## config.mk

```make
export PLATFORM = sky130hd
export DESIGN_NAME = tolwm_top
export DESIGN_NICKNAME = d
export VERILOG_FILES = /design/src/tolwm_top.v /design/src/tolwm_div.v
export VERILOG_INCLUDE_DIRS = /design/src
export SDC_FILE = /design/constraint.sdc
export NUM_CORES = 2
export LEC_CHECK = 0
export ABC_AREA = 1
export BUFFER_PORTS_ARGS = -buffer_cell sky130_fd_sc_hd__buf_2
export CELL_PAD_IN_SITES_DETAIL_PLACEMENT = 0
export CELL_PAD_IN_SITES_GLOBAL_PLACEMENT = 1
export CORE_UTILIZATION = 25
export CTS_BUF_LIST = sky130_fd_sc_hd__clkbuf_16
export CTS_CLUSTER_SIZE = 30
export DETAILED_ROUTE_END_ITERATION = 8
export PLACE_DENSITY_LB_ADDON = 0.1
export SYNTH_ARGS = -nofsm -noshare
export SYNTH_HDL_FRONTEND = slang
export SYNTH_SLANG_ARGS = --single-unit
```

## constraint.sdc

```tcl
create_clock -name pclk -period 4.6 [get_ports pclk]
set_clock_uncertainty 0.1 [all_clocks]
set_input_delay 0.23 -clock pclk [delete_from_list [all_inputs] [get_ports pclk]]
set_output_delay 0.23 -clock pclk [all_outputs]
set_load 0.005 [all_outputs]
```

## src/tolwm_map.vh

```
`ifndef TOLWM_MAP_VH
`define TOLWM_MAP_VH
// ****************************************
// register byte offsets
// ****************************************
`define TOLWM_OBS_SEL 12'h000
`define TOLWM_HOLD_SEL 12'h004
`define TOLWM_UPPER_SEL 12'h008
`define TOLWM_LOWER_SEL 12'h00c
`define TOLWM_START_SEL 12'h010
`define TOLWM_STOP_SEL 12'h014
`define TOLWM_MAX_ROUTE 12'h018
`define TOLWM_MIN_ROUTE 12'h01c
`define TOLWM_SPAN_ROUTE 12'h020
`define TOLWM_CMAX_ROUTE 12'h024
`define TOLWM_CMIN_ROUTE 12'h028
`define TOLWM_MEAN_ROUTE 12'h02c
`define TOLWM_DUR_ROUTE 12'h030
`define TOLWM_UFLAG_ROUTE 12'h034
`define TOLWM_LFLAG_ROUTE 12'h038
`define TOLWM_IRQ_STAT 12'h040
`define TOLWM_IRQ_MASK 12'h044
`define TOLWM_STATE 12'h048
// ****************************************
// ranges and reset values
// ****************************************
`define TOLWM_SIG_MAX 16'h002f
`define TOLWM_FLAG_IN_MAX 8'h3f
`define TOLWM_ROUTE_LO 16'h0015
`define TOLWM_ROUTE_HI 16'h001a
`define TOLWM_ROUTE_NONE 16'h0030
`define TOLWM_FLAG_LO 8'h0c
`define TOLWM_FLAG_HI 8'h13
`define TOLWM_FLAG_NONE 8'h40
`define TOLWM_DUR_SAT 16'h7fff
// ****************************************
// status bits
// ****************************************
`define TOLWM_EV_START 0
`define TOLWM_EV_STOP 1
`define TOLWM_EV_UPPER 2
`define TOLWM_EV_LOWER 3
// ****************************************
// timing
// ****************************************
`define TOLWM_MS_NS 1000000
`define TOLWM_CLK_NS 4
`define TOLWM_MS_CYCLES (`TOLWM_MS_NS / `TOLWM_CLK_NS)
`endif

```

## src/tolwm_top.v

```verilog
// The placing of the registers and register access over APB were left to the implementer.
`timescale 1ns/1ps
`default_nettype none
`include "tolwm_map.vh"
// How it works
// [RQ1] the observed value is picked from signal reference 0..47 by a 16-bit selector.
// [RQ2] a second hold-channel reference is picked and kept at each new extreme of the observed value.
// [RQ3] a rising start flag (0..63, 8-bit selector) begins evaluation and a rising stop flag ends it.
// [RQ4] max, min, peak-to-peak and mean go as signed 16-bit words to output references 21..26, 48 meaning none.
// [RQ5] the hold value seen when the observed value hit its maximum is an output.
// [RQ6] the hold value seen when the observed value hit its minimum is an output.
// [RQ7] a duration output counts milliseconds since the start flag.
// [RQ8] the upper flag is set while the observed value is above the high threshold; the code sets it only while an evaluation runs.
// [RQ9] the lower flag is set while the observed value is below the low threshold; the code sets it only while an evaluation runs.
// [RQ10] each threshold flag is driven onto output flag 12..19, 64 meaning none.
// [RQ11] a new evaluation clears all results, and peak-to-peak is max minus min.
module tolwm_top #(
  parameter MS_CYCLES = `TOLWM_MS_CYCLES
) (
  input wire pclk,
  input wire presetn,
  input wire psel,
  input wire penable,
  input wire pwrite,
  input wire [11:0] paddr,
  input wire [31:0] pwdata,
  output reg [31:0] prdata,
  output reg pready,
  output reg pslverr,
  input wire [767:0] sig_in,
  input wire [63:0] flag_in,
  output reg [95:0] sig_out,
  output reg [5:0] sig_out_valid,
  output reg [7:0] flag_out,
  output reg irq
);
  // ****************************************
  // helpers
  // ****************************************
  function [15:0] sig_pick;
    input [767:0] bus;
    input [15:0] sel;
    begin
      if (sel <= `TOLWM_SIG_MAX)
        sig_pick = bus[sel[5:0]*16 +: 16];
      else
        sig_pick = 16'h0000;
    end
  endfunction
  function flag_pick;
    input [63:0] bus;
    input [7:0] sel;
    begin
      if (sel <= `TOLWM_FLAG_IN_MAX)
        flag_pick = bus[sel[5:0]];
      else
        flag_pick = 1'b0;
    end
  endfunction

  // ****************************************
  // configuration registers
  // ****************************************
  reg [15:0] obs_sel_r, hold_sel_r, upper_sel_r, lower_sel_r;
  reg [7:0] start_sel_r, stop_sel_r;
  reg [15:0] max_route_r, min_route_r, span_route_r, cmax_route_r;
  reg [15:0] cmin_route_r, mean_route_r, dur_route_r;
  reg [7:0] uflag_route_r, lflag_route_r;
  reg [3:0] stat_r, mask_r;

  // ****************************************
  // evaluation state
  // ****************************************
  reg running_r, first_r, start_d_r, stop_d_r;
  reg signed [15:0] max_r, min_r, mean_r;
  reg [15:0] cmax_r, cmin_r, dur_r;
  reg signed [47:0] sum_r;
  reg [31:0] cnt_r;
  reg [31:0] tick_r;
  reg upper_r, lower_r;
  reg mean_neg_r;

  wire signed [15:0] x;
  wire [15:0] hold_v;
  wire signed [15:0] hi_v, lo_v;
  wire start_lvl, stop_lvl, start_ev, stop_ev;
  wire signed [15:0] span_v;
  wire upper_nxt, lower_nxt;
  assign x = sig_pick(sig_in, obs_sel_r); // RQ1
  assign hold_v = sig_pick(sig_in, hold_sel_r); // RQ2
  assign hi_v = sig_pick(sig_in, upper_sel_r);
  assign lo_v = sig_pick(sig_in, lower_sel_r);
  assign start_lvl = flag_pick(flag_in, start_sel_r);
  assign stop_lvl = flag_pick(flag_in, stop_sel_r);
  assign start_ev = start_lvl & ~start_d_r; // RQ3
  assign stop_ev = stop_lvl & ~stop_d_r & running_r; // RQ3
  assign span_v = max_r - min_r; // RQ11
  assign upper_nxt = running_r & (x > hi_v); // RQ8
  assign lower_nxt = running_r & (x < lo_v); // RQ9

  always @(posedge pclk or negedge presetn) begin
    if (!presetn) begin
      running_r <= 1'b0;
      first_r <= 1'b0;
      start_d_r <= 1'b0;
      stop_d_r <= 1'b0;
      max_r <= 16'sh0000;
      min_r <= 16'sh0000;
      cmax_r <= 16'h0000;
      cmin_r <= 16'h0000;
      sum_r <= 48'sh0;
      cnt_r <= 32'h0;
      tick_r <= 32'h0;
      dur_r <= 16'h0000;
      upper_r <= 1'b0;
      lower_r <= 1'b0;
    end else begin
      start_d_r <= start_lvl;
      stop_d_r <= stop_lvl;
      upper_r <= upper_nxt;
      lower_r <= lower_nxt;
      if (start_ev) begin
        running_r <= 1'b1; // RQ3
        first_r <= 1'b1;
        max_r <= 16'sh0000; // RQ11
        min_r <= 16'sh0000;
        cmax_r <= 16'h0000;
        cmin_r <= 16'h0000;
        sum_r <= 48'sh0;
        cnt_r <= 32'h0;
        tick_r <= 32'h0;
        dur_r <= 16'h0000;
      end else if (stop_ev) begin
        running_r <= 1'b0; // RQ3
      end else if (running_r) begin
        first_r <= 1'b0;
        if (first_r || x > max_r) begin
          max_r <= x;
          cmax_r <= hold_v; // RQ5
        end
        if (first_r || x < min_r) begin
          min_r <= x;
          cmin_r <= hold_v; // RQ6
        end
        sum_r <= sum_r + {{32{x[15]}}, x};
        if (cnt_r != 32'hffffffff)
          cnt_r <= cnt_r + 32'h1;
        if (tick_r == MS_CYCLES - 1) begin
          tick_r <= 32'h0;
          if (dur_r != `TOLWM_DUR_SAT)
            dur_r <= dur_r + 16'h0001; // RQ7
        end else begin
          tick_r <= tick_r + 32'h1;
        end
      end
    end
  end

  // ****************************************
  // mean by serial division
  // ****************************************
  wire div_busy, div_done;
  wire [47:0] div_quo;
  wire div_go;
  wire [47:0] sum_abs;
  assign sum_abs = sum_r[47] ? 48'h0 - sum_r : sum_r;
  assign div_go = running_r & ~start_ev & (cnt_r != 32'h0) & ~div_busy;

  tolwm_div #(.NW(48), .DW(32)) u_div (
    .pclk(pclk),
    .presetn(presetn),
    .start(div_go),
    .num(sum_abs),
    .den(cnt_r),
    .busy_r(div_busy),
    .done_r(div_done),
    .quo_r(div_quo)
  );

  always @(posedge pclk or negedge presetn) begin
    if (!presetn) begin
      mean_r <= 16'sh0000;
      mean_neg_r <= 1'b0;
    end else begin
      if (div_go)
        mean_neg_r <= sum_r[47];
      if (start_ev)
        mean_r <= 16'sh0000; // RQ11
      else if (div_done)
        mean_r <= mean_neg_r ? 16'h0000 - div_quo[15:0] : div_quo[15:0];
    end
  end

  // ****************************************
  // output routing
  // ****************************************
  reg [95:0] sig_out_nxt;
  reg [5:0] sig_valid_nxt;
  reg [7:0] flag_nxt;
  integer i;
  always @* begin
    sig_out_nxt = 96'h0;
    sig_valid_nxt = 6'h00;
    flag_nxt = 8'h00;
    for (i = 5; i >= 0; i = i - 1) begin
      if (dur_route_r == `TOLWM_ROUTE_LO + i) begin
        sig_out_nxt[i*16 +: 16] = dur_r; // RQ7
        sig_valid_nxt[i] = 1'b1;
      end
      if (mean_route_r == `TOLWM_ROUTE_LO + i) begin
        sig_out_nxt[i*16 +: 16] = mean_r; // RQ4
        sig_valid_nxt[i] = 1'b1;
      end
      if (cmin_route_r == `TOLWM_ROUTE_LO + i) begin
        sig_out_nxt[i*16 +: 16] = cmin_r; // RQ6
        sig_valid_nxt[i] = 1'b1;
      end
      if (cmax_route_r == `TOLWM_ROUTE_LO + i) begin
        sig_out_nxt[i*16 +: 16] = cmax_r; // RQ5
        sig_valid_nxt[i] = 1'b1;
      end
      if (span_route_r == `TOLWM_ROUTE_LO + i) begin
        sig_out_nxt[i*16 +: 16] = span_v; // RQ4
        sig_valid_nxt[i] = 1'b1;
      end
      if (min_route_r == `TOLWM_ROUTE_LO + i) begin
        sig_out_nxt[i*16 +: 16] = min_r; // RQ4
        sig_valid_nxt[i] = 1'b1;
      end
      if (max_route_r == `TOLWM_ROUTE_LO + i) begin
        sig_out_nxt[i*16 +: 16] = max_r; // RQ4
        sig_valid_nxt[i] = 1'b1;
      end
    end
    for (i = 0; i < 8; i = i + 1) begin
      if (uflag_route_r == `TOLWM_FLAG_LO + i)
        flag_nxt[i] = flag_nxt[i] | upper_r; // RQ10
      if (lflag_route_r == `TOLWM_FLAG_LO + i)
        flag_nxt[i] = flag_nxt[i] | lower_r; // RQ10
    end
  end

  always @(posedge pclk or negedge presetn) begin
    if (!presetn) begin
      sig_out <= 96'h0;
      sig_out_valid <= 6'h00;
      flag_out <= 8'h00;
    end else begin
      sig_out <= sig_out_nxt;
      sig_out_valid <= sig_valid_nxt;
      flag_out <= flag_nxt;
    end
  end

  // ****************************************
  // apb slave and interrupt
  // ****************************************
  wire acc, wr;
  reg [31:0] rd_nxt;
  reg hit_nxt;
  wire [3:0] ev;
  assign acc = psel & penable & ~pready;
  assign wr = psel & penable & pready & pwrite & ~pslverr;
  assign ev = {lower_nxt & ~lower_r, upper_nxt & ~upper_r, stop_ev, start_ev};

  always @* begin
    rd_nxt = 32'h0;
    hit_nxt = 1'b1;
    case (paddr)
      `TOLWM_OBS_SEL: rd_nxt = {16'h0, obs_sel_r};
      `TOLWM_HOLD_SEL: rd_nxt = {16'h0, hold_sel_r};
      `TOLWM_UPPER_SEL: rd_nxt = {16'h0, upper_sel_r};
      `TOLWM_LOWER_SEL: rd_nxt = {16'h0, lower_sel_r};
      `TOLWM_START_SEL: rd_nxt = {24'h0, start_sel_r};
      `TOLWM_STOP_SEL: rd_nxt = {24'h0, stop_sel_r};
      `TOLWM_MAX_ROUTE: rd_nxt = {16'h0, max_route_r};
      `TOLWM_MIN_ROUTE: rd_nxt = {16'h0, min_route_r};
      `TOLWM_SPAN_ROUTE: rd_nxt = {16'h0, span_route_r};
      `TOLWM_CMAX_ROUTE: rd_nxt = {16'h0, cmax_route_r};
      `TOLWM_CMIN_ROUTE: rd_nxt = {16'h0, cmin_route_r};
      `TOLWM_MEAN_ROUTE: rd_nxt = {16'h0, mean_route_r};
      `TOLWM_DUR_ROUTE: rd_nxt = {16'h0, dur_route_r};
      `TOLWM_UFLAG_ROUTE: rd_nxt = {24'h0, uflag_route_r};
      `TOLWM_LFLAG_ROUTE: rd_nxt = {24'h0, lflag_route_r};
      `TOLWM_IRQ_STAT: rd_nxt = {28'h0, stat_r};
      `TOLWM_IRQ_MASK: rd_nxt = {28'h0, mask_r};
      `TOLWM_STATE: rd_nxt = {29'h0, lower_r, upper_r, running_r};
      default: hit_nxt = 1'b0;
    endcase
  end

  always @(posedge pclk or negedge presetn) begin
    if (!presetn) begin
      pready <= 1'b0;
      pslverr <= 1'b0;
      prdata <= 32'h0;
      irq <= 1'b0;
      stat_r <= 4'h0;
      mask_r <= 4'h0;
      obs_sel_r <= 16'h0000;
      hold_sel_r <= 16'h0000;
      upper_sel_r <= 16'h0000;
      lower_sel_r <= 16'h0000;
      start_sel_r <= 8'h00;
      stop_sel_r <= 8'h00;
      max_route_r <= `TOLWM_ROUTE_NONE;
      min_route_r <= `TOLWM_ROUTE_NONE;
      span_route_r <= `TOLWM_ROUTE_NONE;
      cmax_route_r <= `TOLWM_ROUTE_NONE;
      cmin_route_r <= `TOLWM_ROUTE_NONE;
      mean_route_r <= `TOLWM_ROUTE_NONE;
      dur_route_r <= `TOLWM_ROUTE_NONE;
      uflag_route_r <= `TOLWM_FLAG_NONE;
      lflag_route_r <= `TOLWM_FLAG_NONE;
    end else begin
      pready <= acc;
      pslverr <= acc & ~hit_nxt;
      if (acc) begin
        prdata <= pwrite ? 32'h0 : rd_nxt;
      end
      // set wins over write-one-to-clear
      stat_r <= (stat_r & ~(wr && paddr == `TOLWM_IRQ_STAT ? pwdata[3:0] : 4'h0)) | ev;
      irq <= |(stat_r & mask_r);
      if (wr) begin
        case (paddr)
          `TOLWM_OBS_SEL: obs_sel_r <= pwdata[15:0];
          `TOLWM_HOLD_SEL: hold_sel_r <= pwdata[15:0];
          `TOLWM_UPPER_SEL: upper_sel_r <= pwdata[15:0];
          `TOLWM_LOWER_SEL: lower_sel_r <= pwdata[15:0];
          `TOLWM_START_SEL: start_sel_r <= pwdata[7:0];
          `TOLWM_STOP_SEL: stop_sel_r <= pwdata[7:0];
          `TOLWM_MAX_ROUTE: max_route_r <= pwdata[15:0];
          `TOLWM_MIN_ROUTE: min_route_r <= pwdata[15:0];
          `TOLWM_SPAN_ROUTE: span_route_r <= pwdata[15:0];
          `TOLWM_CMAX_ROUTE: cmax_route_r <= pwdata[15:0];
          `TOLWM_CMIN_ROUTE: cmin_route_r <= pwdata[15:0];
          `TOLWM_MEAN_ROUTE: mean_route_r <= pwdata[15:0];
          `TOLWM_DUR_ROUTE: dur_route_r <= pwdata[15:0];
          `TOLWM_UFLAG_ROUTE: uflag_route_r <= pwdata[7:0];
          `TOLWM_LFLAG_ROUTE: lflag_route_r <= pwdata[7:0];
          `TOLWM_IRQ_MASK: mask_r <= pwdata[3:0];
          default: mask_r <= mask_r;
        endcase
      end
    end
  end
endmodule // tolwm_top
`default_nettype wire

```

## src/tolwm_div.v

```verilog
`timescale 1ns/1ps
`default_nettype none
// ****************************************
// serial unsigned divider
// ****************************************
module tolwm_div #(
  parameter NW = 48,
  parameter DW = 32
) (
  input wire pclk,
  input wire presetn,
  input wire start,
  input wire [NW-1:0] num,
  input wire [DW-1:0] den,
  output reg busy_r,
  output reg done_r,
  output reg [NW-1:0] quo_r
);
  reg [DW:0] rem_r;
  reg [DW-1:0] den_r;
  reg [7:0] cnt_r;
  wire [DW:0] trial;
  assign trial = {rem_r[DW-1:0], quo_r[NW-1]} - {1'b0, den_r};
  always @(posedge pclk or negedge presetn) begin
    if (!presetn) begin
      busy_r <= 1'b0;
      done_r <= 1'b0;
      quo_r <= {NW{1'b0}};
      rem_r <= {(DW+1){1'b0}};
      den_r <= {DW{1'b0}};
      cnt_r <= 8'h00;
    end else begin
      done_r <= 1'b0;
      if (!busy_r && start) begin
        busy_r <= 1'b1;
        quo_r <= num;
        den_r <= den;
        rem_r <= {(DW+1){1'b0}};
        cnt_r <= NW[7:0];
      end else if (busy_r) begin
        if (trial[DW]) begin
          rem_r <= {rem_r[DW-1:0], quo_r[NW-1]};
          quo_r <= {quo_r[NW-2:0], 1'b0};
        end else begin
          rem_r <= trial;
          quo_r <= {quo_r[NW-2:0], 1'b1};
        end
        cnt_r <= cnt_r - 8'h01;
        if (cnt_r == 8'h01) begin
          busy_r <= 1'b0;
          done_r <= 1'b1;
        end
      end
    end
  end
endmodule // tolwm_div
`default_nettype wire

```

==> run_results.csv <==
group,metric,value,unit
sta,period_share,98.7,%
pwr,peakVddDrop,326,uV
setup_path,worstPathRequired,5160,ps
setup_path,crit_end,"stat_r[2]",
grt,antenna_found_initial,118,
grt,gr-usage-all-layers,34.7,%
setup_path,crit_path_end_kind,"flip-flop",
logic_synthesis,netlist_instances,12000,
placement,post-place-cells,16700,
setup_path,max_stage_delay,530,ps
finish,finish.net_count,13900,
drt,drtIter0Drc,13200,
setup_path,crit_start,"upper_sel_r[0]",
sta,fmaxAchievable,220,MHz
drt,vias,98400,
grt,grt_pass1_wl,732000,um
floorplan,coreArea,0.291,mm2
logic_synthesis,ys_seq_area_share,23.4,%
setup_path,rr_endpoint,"stat_r[2]",
pwr,p_leak,39.0,nW
sta,final-setup-viol-count,0,
job,maxCapViolCount,0,
setup_path,slowest_stage,"dfrtp_4",
sta,fin_ws,62.1,ps
setup_path,worstPathArrival,5100,ps
sta,hold_ws,9.04,ps
sta,final_max_slew_viol_count,0,
setup_path,path_buf_inv,5,
setup_path,reg2reg_from,"upper_sel_r[0]",
sta,finalHoldViolCount,0,
cts,clock_latency,750,ps
sta,slew_headroom,13.5,%
setup_path,rrSetupSlack,60,ps
placement,portBuffers,993,
drt,drt_pass1_iterations,8,
cts,cts_tree,"done",
logic_synthesis,syn_avg_cell_area,6.06,um2
drt,vias_per_cell,5.80,
logic_synthesis,synth-seq-cells,682,
setup_path,worstPathMaxFanout,104,
drt,wl_per_cell,31.5,um
cts,clock_path_buffers,3,
floorplan,ios,1026,
finish,stdcell_area,0.0892,mm2
sta,period_needed,4540,ps
run_status,outcome,"complete, but fails checks",
placement,routabilityCongestion,1.04,
setup_path,worstPathCellList,"buf_12 -> buf_12 -> a21oi_1 -> o21ai_0 -> o21ai_0 -> o211ai_1 -> a21oi_1 -> o211ai_1 -> ha_1 -> nand2_1 -> inv_1 -> o21ai_0 -> nor2_1 -> nand3_1 -> nor2_1 -> buf_4 -> buf_4 -> a21oi_1 -> nand4_1 -> nand2_1",
finish,final_common_cell,"nand2_1",
cts,htreeDepth,3,
run_status,violations,"design-rule violations",
cts,cts.sinks,682,
finish,stdcell_count,17000,
sta,setup-tns-final,0,ps
drt,wl,534000,um
drt,antenna_left,0,
placement,dpl_cell_area,0.0855,mm2
floorplan,fp.dieH,542,um
logic_synthesis,synth_cell_types,73,
logic_synthesis,yosysWarningCount,0,
setup_path,cp_top_family,"compound AO/OA/AOI/OAI gates",
setup_path,critPathLaunchType,"flip-flop",
logic_synthesis,synth-main-ff-cell,"dfrtp_1",
finish,area_growth,22.2,%
cts,clkSlewWorstSetupHoldPaths,60,ps
grt,overflow,0,
setup_path,ff2ff_path_depth,20,
floorplan,die-area,0.294,mm2
placement,preCtsSetupSlack,-454,ps
sta,rsz0062_at_grt,"yes",
cts,numCtsBuffers,86,
logic_synthesis,synth_edf_count,0,
grt,first_global_vias,90800,
setup_path,path_class,"flip-flop to flip-flop",
floorplan,start_util,25.1,%
finish,layout-drive-gt1-share,15.9,%
placement,place_hpwl,409000,um
floorplan,rows,198,
floorplan,fp.dieW,542,um
sta,worst_pin_slew,1300,ps
drt,drc,4,
cts,clockRootBuffer,"clkbuf_16",
worst_hold_path,hold_class,"input pin to async pin",
setup_path,worstSetupPathDepth,20,
logic_synthesis,synth_area,0.0730,mm2
finish,layout_common_cells,"nand2_1 (2533), o21ai_0 (1693), a21oi_1 (1402), nand3_1 (1222), inv_1 (1016)",
logic_synthesis,asyncSetResetFlopFracSynth,100,%
grt,grt_max_degree,127,
pwr,power.density,344,mW/mm2
## what timing repair did
item                       4_1_cts  5_1_grt
hold buffers                    14        0
pin swaps                        3       21
setup buffers                    1        9
resized for setup               22       73
setup endpoints to repair      103      107
hold endpoints to repair       220        0
gates cloned                     0        7
## worst register-to-register path: stages, from the launching register on
cell	delay, ps
dfrtp_4	530
buf_12	200
buf_12	310
a21oi_1	290
o21ai_0	90
o21ai_0	110
o211ai_1	440
a21oi_1	200
o211ai_1	430
ha_1	310
nand2_1	210
inv_1	140
o21ai_0	100
nor2_1	60
nand3_1	90
nor2_1	70
buf_4	160
buf_4	140
a21oi_1	160
nand4_1	230
nand2_1	120
## per-stage QoR
step | total power [W] | util [%]
floorplan | 0.0167 | -
finish | 0.0307 | 30.7
CTS | 0.0307 | 30.4
global route | 0.0326 | 30.7
global placement | 0.0236 | 29.4
detailed placement | 0.0236 | 29.4
## flip-flops by register name, summed over array words and instances (netlist names), 32 cells and up
signal and flops:
tick_r 32, sig_out 96, u_div.rem_r 32, sum_r 48, u_div.den_r 32, cnt_r 32, u_div.quo_r 48
## synth_stat cells, drive strengths merged, types with 7 or more instances
library cell / n / area share (%)
nand2: 2556 / 13
o21ai: 1733 / 12
a21oi: 1410 / 9.7
nand3: 1240 / 8.6
inv: 1030 / 5.3
clkbuf: 677 / 3.5
dfrtp: 666 / 23
nor2: 653 / 3.5
buf: 321 / 2.5
o211ai: 309 / 3.2
nor3: 174 / 1.2
xor2: 163 / 2.0
o311ai: 145 / 1.7
o221ai: 120 / 1.4
o22ai: 114 / 0.98
ha: 96 / 1.6
nand4: 94 / 0.81
a221oi: 89 / 1.1
a31oi: 86 / 0.74
nor4: 56 / 0.48
a211oi: 52 / 0.54
a22oi: 25 / 0.26
o41ai: 25 / 0.30
clkinv: 23 / 0.12
xnor2: 20 / 0.24
dfstp: 16 / 0.58
o2111ai: 15 / 0.18
or2: 15 / 0.13
a311oi: 14 / 0.17
o31ai: 13 / 0.13
o21a: 12 / 0.12
a221o: 9 / 0.12
a22o: 9 / 0.11
a21boi: 7 / 0.072
nand3b: 7 / 0.072
o21bai: 7 / 0.072
o32ai: 7 / 0.084
## routing by layer
layer	share of wire (%)	global-route usage (%)	vias up	routed length, um
li1	-	-	43800	-
met1	42	46.3	47700	227000
met2	43	53.0	5771	229000
met3	8.6	6.16	1039	45900
met4	6.1	18.1	34	32500
met5	0.047	0	-	250
## where the power goes
group	internal, W	switching, W	leakage [nW]	total [W]
clock network	0.00376	0.00312	1.42	0.00689
logic	0.00490	0.0100	28.6	0.0149
registers	0.00712	0.00182	8.95	0.00893
## worst min-delay path by stage
stage,endpoint,slack [ps],cells after the start
after CTS,sig_out[31],20,2
after global placement,sig_out[55],190,1
final,sig_out[55],9,2
after detailed placement,sig_out[55],190,1
after global routing,sig_out[55],50,2
after floorplan,cmax_r[0],-170,0
## area by class of cell
class | instances | area, um2
tap | 3900 | 4880
antenna | 99 | 248
clock inverter | 74 | 602
clock buffer | 87 | 2180
sequential | 682 | 17100
timing repair buffer | 1746 | 12100
multi-input combinational | 9326 | 48000
fill | 32400 | 201000
inverter | 1053 | 4010
timing repair inverter | 1 | 8.76
## cell families after synthesis
kind of cell | count (synthesis) | synth area share (%)
AOI/OAI and AO/OA | 4221 | 33.1
xor gates and xnor gates | 183 | 2.22
adders and majority gates | 99 | 1.73
buffers and inverters | 2051 | 11.4
DFF | 682 | 23.4
other | 1 | 0.00514
and+or+nand+nor | 4806 | 28.1
(Power assumes the default switching activity.)
